### src/rtl/aux_cfg_defs.svh
// register offsets, field positions, reset values and timing figures of the aux config bank
`ifndef AUX_CFG_DEFS_SVH
`define AUX_CFG_DEFS_SVH

// byte addresses are four times the printed register index
`define BREATHING_CONTROL_IDX 8'h16
`define MISC_SETUP_IDX 8'h17
`define CENTRAL_TERMINAL_A_IDX 8'h18
`define CENTRAL_TERMINAL_BC_IDX 8'h19
`define CHANNEL_SEL_IDX 8'h1A
`define RATE_CTRL_IDX 8'h1B
`define STATUS_IDX 8'h1C

`define BREATHING_CONTROL_RST 8'h15
`define MISC_SETUP_RST 8'h00
`define CENTRAL_TERMINAL_A_RST 8'h00
`define CENTRAL_TERMINAL_BC_RST 8'h14
`define CHANNEL_SEL_RST 8'h00
`define RATE_CTRL_RST 8'h00

// writable masks: must-be-zero bits are forced low
`define BREATHING_CONTROL_MASK 8'h1F
`define MISC_SETUP_MASK 8'hEE
`define CHANNEL_SEL_MASK 8'h3F

`define PHASE_LSB 2
`define MODE_LSB 0
`define FREQ_LSB 5

`define MODE_NONE 2'h0
`define MODE_EXTERNAL 2'h1
`define MUX_DRIVE_MEASURE 3'h2
`define MUX_DRIVE_POS 3'h6
`define MUX_DRIVE_NEG 3'h7

// breathing clock: master clock 2.048 MHz gives 64 kHz at code 000
`define MASTER_CLK_HZ 2048000
`define PCLK_HZ 20000000
`define BREATH_BASE_HZ 64000
`define PHASE_STEPS 16

`endif

### src/rtl/aux_cfg_pkg.sv
// types for the aux config bank
package aux_cfg_pkg;
  typedef enum logic [1:0] {
    APB_IDLE = 2'b00,
    APB_SETUP = 2'b01,
    APB_ACCESS = 2'b11
  } apb_state_t;

  typedef logic [7:0] reg8_t;
endpackage : aux_cfg_pkg

### src/rtl/biopotential_aux_config_regs.sv
// aux configuration register bank with breathing control generator
`timescale 1ns/1ps
`default_nettype none
`include "aux_cfg_defs.svh"

// Overview of operation
// - phase field sets second output lag, 22.5 degrees per step, 000 is 22.5
// - phase field resets to 101, a 135 degree offset
// - phase setting ignored when conversion rate is below 32 kSPS
// - mode 00 no breathing, 01 external breathing (reset); only bit 0 is decoded, so 10 acts as 00 and 11 as 01
// - frequency field bits 7:5 give 64 kHz at 000, halving down to 500 Hz
// - frequency codes 010 and up force 180 degrees; 000 and 001 use phase
// - frequencies scale with the master clock, nominal 2.048 MHz
// - setup bit 3 selects single-shot when 1, continuous when 0 (reset)
// - setup bit 2 links central terminal to the drive path when 1
// - setup bit 1 enables lead-off comparators when 1, reset 0
// - bit 7 routes A/B average to ch6, bit 6 A/C average to ch5
// - bit 5 routes B/C average to ch7, bit 4 to ch4
// - first terminal bit 3 powers buffer A when 1, reset 0
// - buffer select: upper bits channel minus one, low bit negative input
// - second terminal bit 7 powers buffer C, bit 6 buffer B
// - buffer B select in bits 5:3, resets to 010
// - buffer C select in bits 2:0, resets to 100
// - channel code 110 drives body input onto positive, 111 onto negative
// - breathing modes 01 or 11 take over general pins 2, 3 and 4
// - channel code 010 with measure enable routes drive signal into channel
module biopotential_aux_config_regs #(
  parameter int unsigned MASTER_HZ = `MASTER_CLK_HZ
) (
  input wire logic pclk,
  input wire logic presetn,
  input wire logic psel,
  input wire logic penable,
  input wire logic pwrite,
  input wire logic [11:0] paddr,
  input wire logic [31:0] pwdata,
  output logic [31:0] prdata,
  output logic pready,
  output logic pslverr,
  output logic breathing_out_first,
  output logic breathing_out_second,
  output logic gpio_taken,
  output logic single_shot,
  output logic terminal_to_drive_link,
  output logic lead_comparator_enable,
  output logic [3:0] augmented_lead_route,
  output logic [2:0] buffer_power,
  output logic [8:0] buffer_input_sel,
  output logic drive_to_positive,
  output logic drive_to_negative,
  output logic drive_to_measure
);
  import aux_cfg_pkg::*;

  // input select field width per buffer
  localparam int unsigned SEL_W = 3;
  // cycles of pclk per tick of the 16-step phase wheel at 64 kHz
  localparam int unsigned BASE_DIV =
    32'((`PCLK_HZ * 64'd1) / (64'(MASTER_HZ) * `BREATH_BASE_HZ * `PHASE_STEPS / `MASTER_CLK_HZ));
  localparam logic [15:0] BASE_DIV_W = (BASE_DIV < 1) ? 16'h0001 : 16'(BASE_DIV);

  reg8_t breathing_control_reg;
  reg8_t misc_setup_reg;
  reg8_t central_a_reg;
  reg8_t central_bc_reg;
  reg8_t channel_sel_reg;
  reg8_t rate_ctrl_reg;
  reg8_t rd_next;
  logic [7:0] idx;
  logic addr_ok;
  logic wr_en;
  logic [15:0] div_cnt_reg;
  logic tick;
  logic [7:0] octave_cnt_reg;
  logic step_en;
  logic [3:0] wheel_reg;
  logic [3:0] lag;
  logic [3:0] second_pos;
  logic breath_on;
  logic [2:0] freq;
  logic [2:0] phase;

  // decodes a word address into the register index
  function automatic logic [7:0] word_index(input logic [11:0] a);
    word_index = a[9:2];
  endfunction : word_index

  assign idx = word_index(paddr);
  assign addr_ok = (paddr[1:0] == 2'h0) && (paddr[11:10] == 2'h0) &&
                   (idx >= `BREATHING_CONTROL_IDX) && (idx <= `STATUS_IDX);
  // the write takes effect in the access phase, answered with zero wait states
  assign wr_en = psel && penable && pwrite && addr_ok;

  // apb answer: ready at every access, error on unmapped address
  always_ff @(posedge pclk or negedge presetn) begin
    if (!presetn) begin
      pready <= 1'b0;
      pslverr <= 1'b0;
    end else begin
      pready <= psel && !penable;
      pslverr <= psel && !penable && !addr_ok;
    end
  end

  // read mux
  always_comb begin
    rd_next = 8'h00;
    unique case (idx)
      `BREATHING_CONTROL_IDX: rd_next = breathing_control_reg;
      `MISC_SETUP_IDX: rd_next = misc_setup_reg;
      `CENTRAL_TERMINAL_A_IDX: rd_next = central_a_reg;
      `CENTRAL_TERMINAL_BC_IDX: rd_next = central_bc_reg;
      `CHANNEL_SEL_IDX: rd_next = channel_sel_reg;
      `RATE_CTRL_IDX: rd_next = rate_ctrl_reg;
      `STATUS_IDX: rd_next = {4'h0, wheel_reg[3], breathing_out_second,
                              breathing_out_first, gpio_taken};
      default: rd_next = 8'h00;
    endcase
  end

  // read data registered during setup so it is valid in the access phase
  always_ff @(posedge pclk or negedge presetn) begin
    if (!presetn) begin
      prdata <= 32'h0000_0000;
    end else if (psel && !penable && !pwrite && addr_ok) begin
      prdata <= {24'h00_0000, rd_next};
    end else if (!psel) begin
      prdata <= 32'h0000_0000;
    end
  end

  // breathing control register, must-be-zero bits held low
  always_ff @(posedge pclk or negedge presetn) begin
    if (!presetn) begin
      breathing_control_reg <= `BREATHING_CONTROL_RST;
    end else if (wr_en && idx == `BREATHING_CONTROL_IDX) begin
      breathing_control_reg <= pwdata[7:0] & `BREATHING_CONTROL_MASK;
    end
  end

  // misc setup register
  always_ff @(posedge pclk or negedge presetn) begin
    if (!presetn) begin
      misc_setup_reg <= `MISC_SETUP_RST;
    end else if (wr_en && idx == `MISC_SETUP_IDX) begin
      misc_setup_reg <= pwdata[7:0] & `MISC_SETUP_MASK;
    end
  end

  // central terminal registers, all bits writable
  always_ff @(posedge pclk or negedge presetn) begin
    if (!presetn) begin
      central_a_reg <= `CENTRAL_TERMINAL_A_RST;
      central_bc_reg <= `CENTRAL_TERMINAL_BC_RST;
    end else if (wr_en) begin
      if (idx == `CENTRAL_TERMINAL_A_IDX) begin
        central_a_reg <= pwdata[7:0];
      end
      if (idx == `CENTRAL_TERMINAL_BC_IDX) begin
        central_bc_reg <= pwdata[7:0];
      end
    end
  end

  // channel select: bits 2:0 mux code, bit 3 measure enable
  // rate control: bit 0 set when conversion rate is 32 kSPS
  always_ff @(posedge pclk or negedge presetn) begin
    if (!presetn) begin
      channel_sel_reg <= `CHANNEL_SEL_RST;
      rate_ctrl_reg <= `RATE_CTRL_RST;
    end else if (wr_en) begin
      if (idx == `CHANNEL_SEL_IDX) begin
        channel_sel_reg <= pwdata[7:0] & `CHANNEL_SEL_MASK;
      end
      if (idx == `RATE_CTRL_IDX) begin
        rate_ctrl_reg <= {7'h00, pwdata[0]};
      end
    end
  end

  assign freq = breathing_control_reg[7:5] | misc_setup_reg[`FREQ_LSB +: 3];
  assign phase = breathing_control_reg[`PHASE_LSB +: 3];
  assign breath_on = breathing_control_reg[`MODE_LSB] ;

  // base divider: tick at 16 times 64 kHz scaled with the master clock
  always_ff @(posedge pclk or negedge presetn) begin
    if (!presetn) begin
      div_cnt_reg <= 16'h0000;
    end else if (div_cnt_reg >= BASE_DIV_W - 16'h0001) begin
      div_cnt_reg <= 16'h0000;
    end else begin
      div_cnt_reg <= div_cnt_reg + 16'h0001;
    end
  end
  assign tick = (div_cnt_reg == 16'h0000);

  // octave prescaler: each frequency code halves the wheel rate
  always_ff @(posedge pclk or negedge presetn) begin
    if (!presetn) begin
      octave_cnt_reg <= 8'h00;
    end else if (tick) begin
      octave_cnt_reg <= octave_cnt_reg + 8'h01;
    end
  end
  assign step_en = tick && ((octave_cnt_reg & ((8'h01 << freq) - 8'h01)) == 8'h00);

  // phase wheel: 16 steps per breathing period
  always_ff @(posedge pclk or negedge presetn) begin
    if (!presetn) begin
      wheel_reg <= 4'h0;
    end else if (!breath_on) begin
      wheel_reg <= 4'h0;
    end else if (step_en) begin
      wheel_reg <= wheel_reg + 4'h1;
    end
  end

  // lag in sixteenths of a period; 180 degrees is 8
  always_comb begin
    if (freq >= 3'h2 || !rate_ctrl_reg[0]) begin
      lag = 4'h8;
    end else begin
      lag = 4'({1'b0, phase} + 4'h1);
    end
  end
  assign second_pos = wheel_reg - lag;

  // breathing outputs and pin takeover
  always_ff @(posedge pclk or negedge presetn) begin
    if (!presetn) begin
      breathing_out_first <= 1'b0;
      breathing_out_second <= 1'b0;
      gpio_taken <= 1'b0;
    end else begin
      breathing_out_first <= breath_on && !wheel_reg[3];
      breathing_out_second <= breath_on && !second_pos[3];
      gpio_taken <= breath_on;
    end
  end

  // static control outputs decoded from the fields
  always_ff @(posedge pclk or negedge presetn) begin
    if (!presetn) begin
      single_shot <= 1'b0;
      terminal_to_drive_link <= 1'b0;
      lead_comparator_enable <= 1'b0;
      augmented_lead_route <= 4'h0;
      buffer_power <= 3'h0;
      buffer_input_sel <= 9'h000;
      drive_to_positive <= 1'b0;
      drive_to_negative <= 1'b0;
      drive_to_measure <= 1'b0;
    end else begin
      single_shot <= misc_setup_reg[3];
      terminal_to_drive_link <= misc_setup_reg[2];
      lead_comparator_enable <= misc_setup_reg[1];
      augmented_lead_route <= central_a_reg[7:4];
      buffer_power <= {central_bc_reg[7], central_bc_reg[6], central_a_reg[3]};
      buffer_input_sel <= {central_bc_reg[2:0], central_bc_reg[5:3],
                           central_a_reg[SEL_W-1:0]};
      drive_to_positive <= channel_sel_reg[2:0] == `MUX_DRIVE_POS;
      drive_to_negative <= channel_sel_reg[2:0] == `MUX_DRIVE_NEG;
      drive_to_measure <= (channel_sel_reg[2:0] == `MUX_DRIVE_MEASURE) &&
                          channel_sel_reg[3];
    end
  end
endmodule : biopotential_aux_config_regs
`default_nettype wire

### config.mk
export PLATFORM = sky130hd
export DESIGN_NAME = biopotential_aux_config_regs
export DESIGN_NICKNAME = d
export VERILOG_FILES = /design/src/rtl/aux_cfg_pkg.sv /design/src/rtl/biopotential_aux_config_regs.sv
export VERILOG_INCLUDE_DIRS = /design/src /design/src/rtl
export SDC_FILE = /design/constraint.sdc
export NUM_CORES = 1
export LEC_CHECK = 0
export BUFFER_PORTS_ARGS = -buffer_cell sky130_fd_sc_hd__buf_2
export CAP_MARGIN = 40
export CORE_MARGIN = 2
export CORE_UTILIZATION = 35
export CTS_CLUSTER_DIAMETER = 50
export CTS_CLUSTER_SIZE = 20
export DETAILED_ROUTE_END_ITERATION = 10
export PLACE_DENSITY_LB_ADDON = 0.15
export SYNTH_ARGS = -nofsm -noshare
export SYNTH_HDL_FRONTEND = slang
export SYNTH_SLANG_ARGS = --single-unit
export TNS_END_PERCENT = 5
### constraint.sdc
create_clock -name pclk -period 1.9 [get_ports pclk]
set_input_delay 0.19 -clock pclk [delete_from_list [all_inputs] [get_ports pclk]]
set_output_delay 0.19 -clock pclk [all_outputs]
set_load 0.01 [all_outputs]
==> results.json, run 1 <==
{
  "layout_min_cycle_time_ps": 1840,
  "rows": 40,
  "numCtsBuffers": 9,
  "wl_per_cell_um": 15.5,
  "root_buffer": "clkbuf_16",
  "hp-class": "in -> reg",
  "dieArea_um2": 13400,
  "syn-cell-area_um2": 4370,
  "area_growth_pct": 26.2,
  "register_area_um2": 2410,
  "drive_gt1_frac": 0.379,
  "drv_cap": 0,
  "rr_worst_depth": 7,
  "routed_via_density": 4.68,
  "n_antenna_cell": 0,
  "multiInputGateArea_um2": 1880,
  "io-pin-count": 108,
  "setup.worst_path.start_class": "flop",
  "internal_power_mw": 3.31,
  "path_clk_slew_ps": 70,
  "ys_types": 56,
  "cts_tree": "yes",
  "seq_area_frac_synth": 0.551,
  "clock_sinks": 96,
  "synth-seq-cells": 96,
  "drtPass1Iterations": 4,
  "drc": 0,
  "grt_max_degree": 41,
  "grt_first_pass_wirelength_mm": 15.5,
  "die_y_um": 116,
  "p_seq_frac": 0.488,
  "worstSetupEndpointType": "flop",
  "io_buffers": 59,
  "rsz0062_at_grt": "true",
  "p_sw_mw": 0.911,
  "largest_register_ffs": 16,
  "power_leakage_nw": 2.72,
  "synth.top_cell.area_share": 0.521,
  "synth_area_leaders": "dfrtp_1, mux2_2, buf_4",
  "async_flop_share": 1.00,
  "peakVddDrop_uv": 858,
  "avgSynthCellArea_um2": 12.7,
  "hold_viol_final": 0,
  "rr_endpoint": "breathing_out_second",
  "clkLatencyLatePin_ps": 350,
  "fin_ws_ps": 61.3,
  "combPwrFrac": 0.051,
  "dp_hpwl_mm": 7.24,
  "ff2ff_setup_slack_ps": 60,
  "power.density_nw_per_um2": 766,
  "critPathRequiredTime_ps": 2130,
  "dieWidth_um": 116,
  "grt_overflow": 0,
  "placedCellCount": 614,
  "worst-setup-path-type": "reg -> reg",
  "stdcell_count": 632,
  "slew_headroom": 0.622,
  "arrival_ps": 2070,
  "fin_tns_setup_ps": 0,
  "outcome": "finished, final reports clean",
  "drv_slew": 0,
  "drt_iter0_drc": 105,
  "pwr-share-clk": 0.461,
  "max_freq_mhz": 544,
  "min-delay-start": "penable",
  "grt_use_total": 0.156,
  "layout.nets": 516,
  "ant_nets": 0,
  "start_util": 0.361,
  "n_fill_cell": 1163,
  "holdWs_ps": 128,
  "clockBufferDepth": 2,
  "cts_htree_levels": 3,
  "synth.largest_area_cell": "dfrtp_1",
  "fin_worst_skew_ps": 10.1,
  "worst_slew_pin_slew_ps": 567,
  "min_delay_worst_endpoint": "pready",
  "setup_viol": 0,
  "ys.warnings.count": 0,
  "synth-main-ff-cell": "dfrtp_1",
  "min_period_over_period": 0.968,
  "totalWireLength_mm": 9.79,
  "sw_frac_of_total": 0.216,
  "synth_edf_count": 0,
  "gp_congestion": 0.817,
  "synth_cells": 345,
  "cp_max_fo": 2,
  "hold_depth": 3,
  "antenna_found_initial": 0,
  "grt_pass1_vias": 2936,
  "coreArea_um2": 12100,
  "regToRegStartpoint": "breathing_control_reg[2]",
  "pre_cts_ws_ps": -49.4,
  "via_count": 2960
}
==> layout make-up <==
class	count	area share
clock buffer	11	0.0440
clock inverter	5	0.0145
inverter	6	0.00409
multi-input combinational	244	0.340
sequential	96	0.437
tap	168	0.0381
timing repair buffer	102	0.122
==> power groups by stage <==
stage               Sequential (mW)  Combinational [mW]  Clock, mW
finish                         2.06               0.215       1.95
global route                   2.06               0.241       2.09
CTS                            2.06               0.218       2.00
detailed placement             2.10               0.216          0
global placement               2.10               0.216          0
floorplan                      2.10               0.117          0
==> repair_timing <==
action                     CTS  global route
resized for setup            1             4
pin swaps                    0             3
hold endpoints to repair    35             0
setup buffers                0             1
hold buffers                 1             0
setup endpoints to repair    4             6
==> metal layers <==
layer,global-route usage,vias up,part of all wire
met2,0.263,74,0.50
met5,0,-,0
li1,-,1418,-
met4,0.0444,0,0.011
met1,0.196,1459,0.44
met3,0.0471,9,0.045
==> worst max path at each step <==
stage                                  start                   end
detailed placement            div_cnt_reg[0]          wheel_reg[3]
floorplan           breathing_control_reg[2]  breathing_out_second
CTS                 breathing_control_reg[2]  breathing_out_second
finish              breathing_control_reg[2]  breathing_out_second
global route                  div_cnt_reg[0]          wheel_reg[3]
global placement                    paddr[7]      central_a_reg[5]
==> stage by stage <==
| stage | instance area, µm² | utilization | power, mW |
|---|---|---|---|
| detailed placement | 5140 | 0.425 | 2.32 |
| global placement | 5140 | 0.425 | 2.32 |
| global route | 5510 | 0.455 | 4.39 |
| CTS | 5480 | 0.453 | 4.29 |
| finish | 5510 | 0.455 | 4.23 |
| floorplan | 4500 | - | 2.22 |
==> synth_stat cells, types with 2 or more instances <==
cell / count
and2_1: 4
nand2b_1: 4
nand4b_1: 2
o21ai_0: 2
nand2_1: 21
clkbuf_1: 6
nor4_4: 2
a21oi_1: 3
ha_1: 8
a32oi_1: 5
dfrtp_1: 91
buf_2: 2
xor2_1: 5
nor4b_1: 2
nor3_1: 3
nor2_1: 13
a32o_1: 2
a41oi_1: 2
nor2b_1: 5
mux2i_1: 16
nand3_1: 11
nor3b_1: 2
and3_1: 4
buf_4: 24
or2_2: 2
nand4_1: 6
mux2_2: 40
inv_1: 6
and3b_1: 3
o211ai_1: 7
nor3b_2: 2
nor4bb_1: 2
or4bb_1: 2
xnor2_1: 5
o2bb2ai_1: 2
dfstp_2: 5
nor4_1: 5
==> worst max-delay path, cell delays in order (launching register included) <==
cell      delay (ps)
dfstp_2          530
ha_1             150
xor2_1           150
nand2_1           70
ha_1             310
o311ai_1         120
a211oi_1         200
and3b_1          200
==> placed cells by master (no fill, tap or decap), drive strengths merged, types with 5 or more instances in the layout <==
| master | count |
|---|---|
| mux2 | 40 |
| nand3 | 11 |
| conb | 35 |
| a32oi | 5 |
| nor3 | 5 |
| and2 | 5 |
| mux2i | 16 |
| nor4 | 8 |
| ha | 8 |
| o211ai | 7 |
| clkbuf | 11 |
| xor2 | 5 |
| nand2 | 21 |
| inv | 6 |
| buf | 101 |
| dfrtp | 91 |
| nand4 | 6 |
| dfstp | 5 |
| nor2 | 13 |
| xnor2 | 5 |
| nor2b | 5 |
==> logic make-up after synthesis <==
logic type | synth area share
buffers and inverters | 0.0547
adders and majority gates | 0.0229
xor gates and xnor gates | 0.0201
DFF | 0.551
muxes | 0.140
AOI/OAI and AO/OA | 0.0541
and+or+nand+nor | 0.156
other | 0.000859
No activity file was read; power rests on OpenSTA's default activity.
==> run 2, diff against run 1 <==
BUFFER_PORTS_ARGS = -buffer_cell sky130_fd_sc_hd__buf_4   (was -buffer_cell sky130_fd_sc_hd__buf_2)
==> run 2 against run 1 <==
Sequential share of layout area decreased by 1.1 points. Wire length increased by 1.1%. Fmax decreased by 2.1%. Sequential power about the same. Via count decreased by 0.51%.
==> results.json, run 2 (synthesized netlist as in run 1, its figures left out) <==
{
  "outcome": "finished, final reports clean",
  "grt_overflow": 0,
  "crit_chain": "ha_2, xor2_1, nand2_1, ha_4, o311ai_4, a211oi_2, and3b_1",
  "register_area_um2": 2410,
  "min_delay_worst_endpoint": "central_a_reg[7]",
  "rows": 40,
  "combPwrFrac": 0.055,
  "crit_path_max_incr_delay_ps": 530,
  "setup.worst_path.start_class": "flop",
  "antenna_found_initial": 0,
  "postLayoutCellArea_um2": 5650,
  "cpLargestDelayFamily": "flip-flops",
  "io-pin-count": 108,
  "layout_min_cycle_time_ps": 1880,
  "drv_cap": 0,
  "coreArea_um2": 12100,
  "grt_use_total": 0.158,
  "clkLatencyLatePin_ps": 350,
  "fin_worst_skew_ps": 6.01,
  "n_fill_cell": 1153,
  "grt_pass1_vias": 3010,
  "wl_per_cell_um": 15.7,
  "path_clk_slew_ps": 70,
  "drc": 0,
  "min_period_over_period": 0.988,
  "mostFrequentLayoutCell": "buf_4",
  "internal_power_mw": 3.16,
  "arrival_ps": 2120,
  "multiInputGateArea_um2": 1910,
  "p_sw_mw": 0.938,
  "rr_endpoint": "breathing_out_second",
  "p_seq_frac": 0.503,
  "power_leakage_nw": 2.72,
  "start_util": 0.361,
  "critPathRequiredTime_ps": 2140,
  "cp_max_fo": 2,
  "power_mw": 4.10,
  "hp-class": "in -> reg",
  "cts_tree": "yes",
  "crit_buf_inv": 0,
  "rsz0062_at_grt": "true",
  "routed_via_density": 4.66,
  "power.density_nw_per_um2": 726,
  "root_buffer": "clkbuf_16",
  "grt_first_pass_wirelength_mm": 15.8,
  "peakVddDrop_uv": 358,
  "clockBufferDepth": 2,
  "n_antenna_cell": 0,
  "numCtsBuffers": 9,
  "clock_sinks": 96,
  "placed_area_um2": 5280,
  "slowest_stage": "dfstp_2",
  "cts_htree_levels": 3,
  "largest_register_ffs": 16,
  "gp_congestion": 0.841,
  "dieWidth_um": 116,
  "setup_viol": 0,
  "hold_viol_final": 0,
  "drv_slew": 0,
  "via_count": 2945,
  "drt_iter0_drc": 130,
  "drive_gt1_frac": 0.390,
  "startpoint": "breathing_control_reg[2]",
  "hold_depth": 2,
  "die_y_um": 116,
  "worstSetupEndpointType": "flop",
  "io_buffers": 59,
  "drtPass1Iterations": 4,
  "pwr-share-clk": 0.442,
  "area_growth_pct": 29.4,
  "dieArea_um2": 13400,
  "min-delay-start": "pwdata[7]",
  "grt_max_degree": 42,
  "dp_hpwl_mm": 7.20,
  "layout.nets": 516,
  "totalWireLength_mm": 9.89,
  "max_freq_mhz": 532,
  "rr_worst_depth": 7,
  "regToRegStartpoint": "breathing_control_reg[2]",
  "sw_frac_of_total": 0.229,
  "worst-setup-path-type": "reg -> reg",
  "ff2ff_setup_slack_ps": 20,
  "layout_common_cells": "buf_4, dfrtp_1, mux2_2",
  "ant_nets": 0
}
[run 2: metal layers]
| metal | GRT usage | wire length (µm) | share of wire |
|---|---|---|---|
| met5 | 0 | 0 | 0 |
| met4 | 0.0643 | 153 | 0.015 |
| met3 | 0.0392 | 407 | 0.041 |
| met2 | 0.263 | 4900 | 0.50 |
| met1 | 0.198 | 4430 | 0.45 |
[run 2: worst register-to-register path: stages, from the launching register on]
cell	delay, ps
dfstp_2	530
ha_2	170
xor2_1	140
nand2_1	110
ha_4	320
o311ai_4	100
a211oi_2	210
and3b_1	190
[run 2: power by group through the flow]
stage | clock [mW] | combinational (mW) | sequential (mW)
global route | 1.97 | 0.252 | 2.06
finish | 1.81 | 0.225 | 2.06
CTS | 1.88 | 0.228 | 2.06
global placement | 0 | 0.224 | 2.10
floorplan | 0 | 0.117 | 2.10
detailed placement | 0 | 0.226 | 2.10
[run 2: how the worst max path moves through the flow]
stage,cells after the start,endpoint
4_1_cts,7,wheel_reg[1]
3_5_place_dp,7,channel_sel_reg[5]
6_report,7,breathing_out_second
2_1_floorplan,7,breathing_out_second
5_1_grt,7,breathing_out_second
3_3_place_gp,7,breathing_control_reg[3]
[run 2: what timing repair did]
action                                  CTS  global route
gates resized for setup                   2             8
endpoints found under the setup margin    2             6
cloned                                    0             0
pin swaps                                 1             4
setup buffers                             0             1
hold buffers                              1             0
endpoints found under the hold margin    27             0
[run 2: layout make-up]
type,count,share of cell area
Clock buffer,10,0.0405
Sequential cell,96,0.426
Tap cell,168,0.0372
Multi-Input combinational cell,244,0.338
Clock inverter,6,0.0120
Timing Repair Buffer,102,0.143
Inverter,6,0.00398
[run 2: stage by stage]
stage / hold WS, ps / setup TNS [ps] / util / cells / setup WS (ps)
floorplan: -106 / 0 / - / 379 / 80.5
global placement: 159 / -8.69 / 0.436 / 614 / -7.43
detailed placement: 166 / -61.9 / 0.436 / 614 / -16.2
CTS: 88.1 / 0 / 0.462 / 631 / 1.20
global route: 91.2 / -71.9 / 0.467 / 632 / -71.9
finish: 97.6 / 0 / 0.467 / 632 / 22.0
==> run 3, diff against run 2 <==
CTS_BUF_LIST = sky130_fd_sc_hd__clkbuf_4   (was not set)
REMOVE_ABC_BUFFERS = 1   (was not set)
==> run 3 against run 2 <==
Largest cell class unchanged. Final cell count rose by 1.6%. Critical path type unchanged. Critical endpoint is now wheel_reg[3]. Total power down 21%. Highest routed layer unchanged. Clock skew increased by 22 ps.
==> results.json, run 3 (synthesized netlist as in run 1, its figures left out) <==
{
  "dieWidth_um": 116,
  "clockBufferDepth": 2,
  "largest_register_ffs": 16,
  "min_period_over_period": 0.979,
  "drc": 0,
  "register_area_um2": 2410,
  "setup.worst_path.start_class": "flop",
  "regToRegStartpoint": "div_cnt_reg[0]",
  "grt_max_degree": 38,
  "io_buffers": 59,
  "rows": 40,
  "fin_ws_ps": 39.5,
  "hp-class": "in -> reg",
  "area_growth_pct": 27.9,
  "cp_max_fo": 2,
  "outcome": "finished, final reports clean",
  "numCtsBuffers": 9,
  "min-delay-start": "pwrite",
  "gp_congestion": 0.793,
  "die_y_um": 116,
  "peakVddDrop_uv": 390,
  "grt-busiest-layer": "met2",
  "drv_cap": 0,
  "worst-setup-path-type": "reg -> reg",
  "multiInputGateArea_um2": 1950,
  "path_clk_slew_ps": 170,
  "io-pin-count": 108,
  "fin_tns_setup_ps": 0,
  "dp_hpwl_mm": 7.38,
  "startpoint": "div_cnt_reg[0]",
  "layout.nets": 526,
  "grt_pass1_vias": 3134,
  "ant_nets": 0,
  "n_fill_cell": 1176,
  "antenna_found_initial": 0,
  "totalWireLength_mm": 10.1,
  "root_buffer": "clkbuf_4",
  "layout_min_cycle_time_ps": 1860,
  "clkLatencyLatePin_ps": 470,
  "via_count": 3033,
  "layout_common_cells": "buf_4, dfrtp_1, mux2_2",
  "hold_viol_final": 0,
  "n_antenna_cell": 0,
  "cts_tree": "yes",
  "drtPass1Iterations": 4,
  "pre_cts_ws_ps": -157,
  "dieArea_um2": 13400,
  "setup_viol": 0,
  "power_leakage_nw": 2.70,
  "grt_use_total": 0.162,
  "routed_via_density": 4.72,
  "final_util": 0.461,
  "mostFrequentLayoutCell": "buf_4",
  "holdWs_ps": 123,
  "use_met1": 0.202,
  "fin_worst_skew_ps": 28.0,
  "clock_sinks": 96,
  "drv_slew": 0,
  "drt_iter0_drc": 95,
  "power.density_nw_per_um2": 583,
  "wl_per_cell_um": 15.7,
  "worstSetupEndpointType": "flop",
  "grt_overflow": 0,
  "max_freq_mhz": 538,
  "drive_gt1_frac": 0.390,
  "grt_first_pass_wirelength_mm": 16.2,
  "rsz0062_at_grt": "true",
  "coreArea_um2": 12100,
  "start_util": 0.361,
  "grt_use_met2": 0.274,
  "cts_htree_levels": 3,
  "use_met3": 0.0460,
  "arrival_ps": 2220,
  "critPathRequiredTime_ps": 2250
}
-- run 3: where the power goes --
| part | switching (mW) | total [mW] | internal (mW) | leakage (nW) |
|---|---|---|---|---|
| combinational | 0.147 | 0.240 | 0.0929 | 1.34 |
| sequential | 0.00501 | 2.06 | 2.06 | 1.30 |
| clock | 0.696 | 0.952 | 0.255 | 0.0589 |
-- run 3: metrics by stage --
| step | instances | total power [mW] | cell area [µm²] |
|---|---|---|---|
| after global routing | 642 | 3.41 | 5590 |
| after CTS | 642 | 3.30 | 5550 |
| after floorplan | 346 | 2.17 | 4280 |
| final | 642 | 3.26 | 5590 |
| after global placement | 614 | 2.32 | 5270 |
| after detailed placement | 614 | 2.33 | 5270 |
-- run 3: path summary, 6_finish.rpt --
path / end / slack (ps) / depth (start not counted)
min: prdata[3] / 120 / 4
min reg2reg: buffer_input_sel[7] / 420 / 0
min in group asynchronous: central_a_reg[7] / 200 / 2
max in group asynchronous: prdata[1] / 1050 / 3
max: wheel_reg[3] / 40 / 7
max reg2reg: wheel_reg[3] / 40 / 7
-- run 3: area by class of cell --
type | instances | share of cell area
Clock buffer | 9 | 0.0121
Timing Repair Buffer | 112 | 0.160
Sequential cell | 96 | 0.431
Clock inverter | 7 | 0.00694
Multi-Input combinational cell | 244 | 0.348
Inverter | 6 | 0.00403
Tap cell | 168 | 0.0376
-- run 3: critical path, cell delays in order, from the launching register on --
cell and delay, ps:
dfrtp_1 400, inv_1 80, ha_1 170, nor4b_4 200
nand4_1 150, nor4_2 300, buf_4 140, mux2_2 320
-- run 3: repair_timing --
action	in CTS	in global routing
pin swaps	4	4
endpoints found under the hold margin	95	0
hold buffers	11	0
resized for setup	10	6
setup buffers	1	0
setup endpoints to repair	5	15
cloned	0	0
-- run 3: routing by layer --
metal	wire length [µm]	up-vias	part of all wire
li1	-	1440	-
met3	387	13	0.038
met5	0	-	0
met2	5170	58	0.51
met4	183	0	0.018
met1	4330	1522	0.43
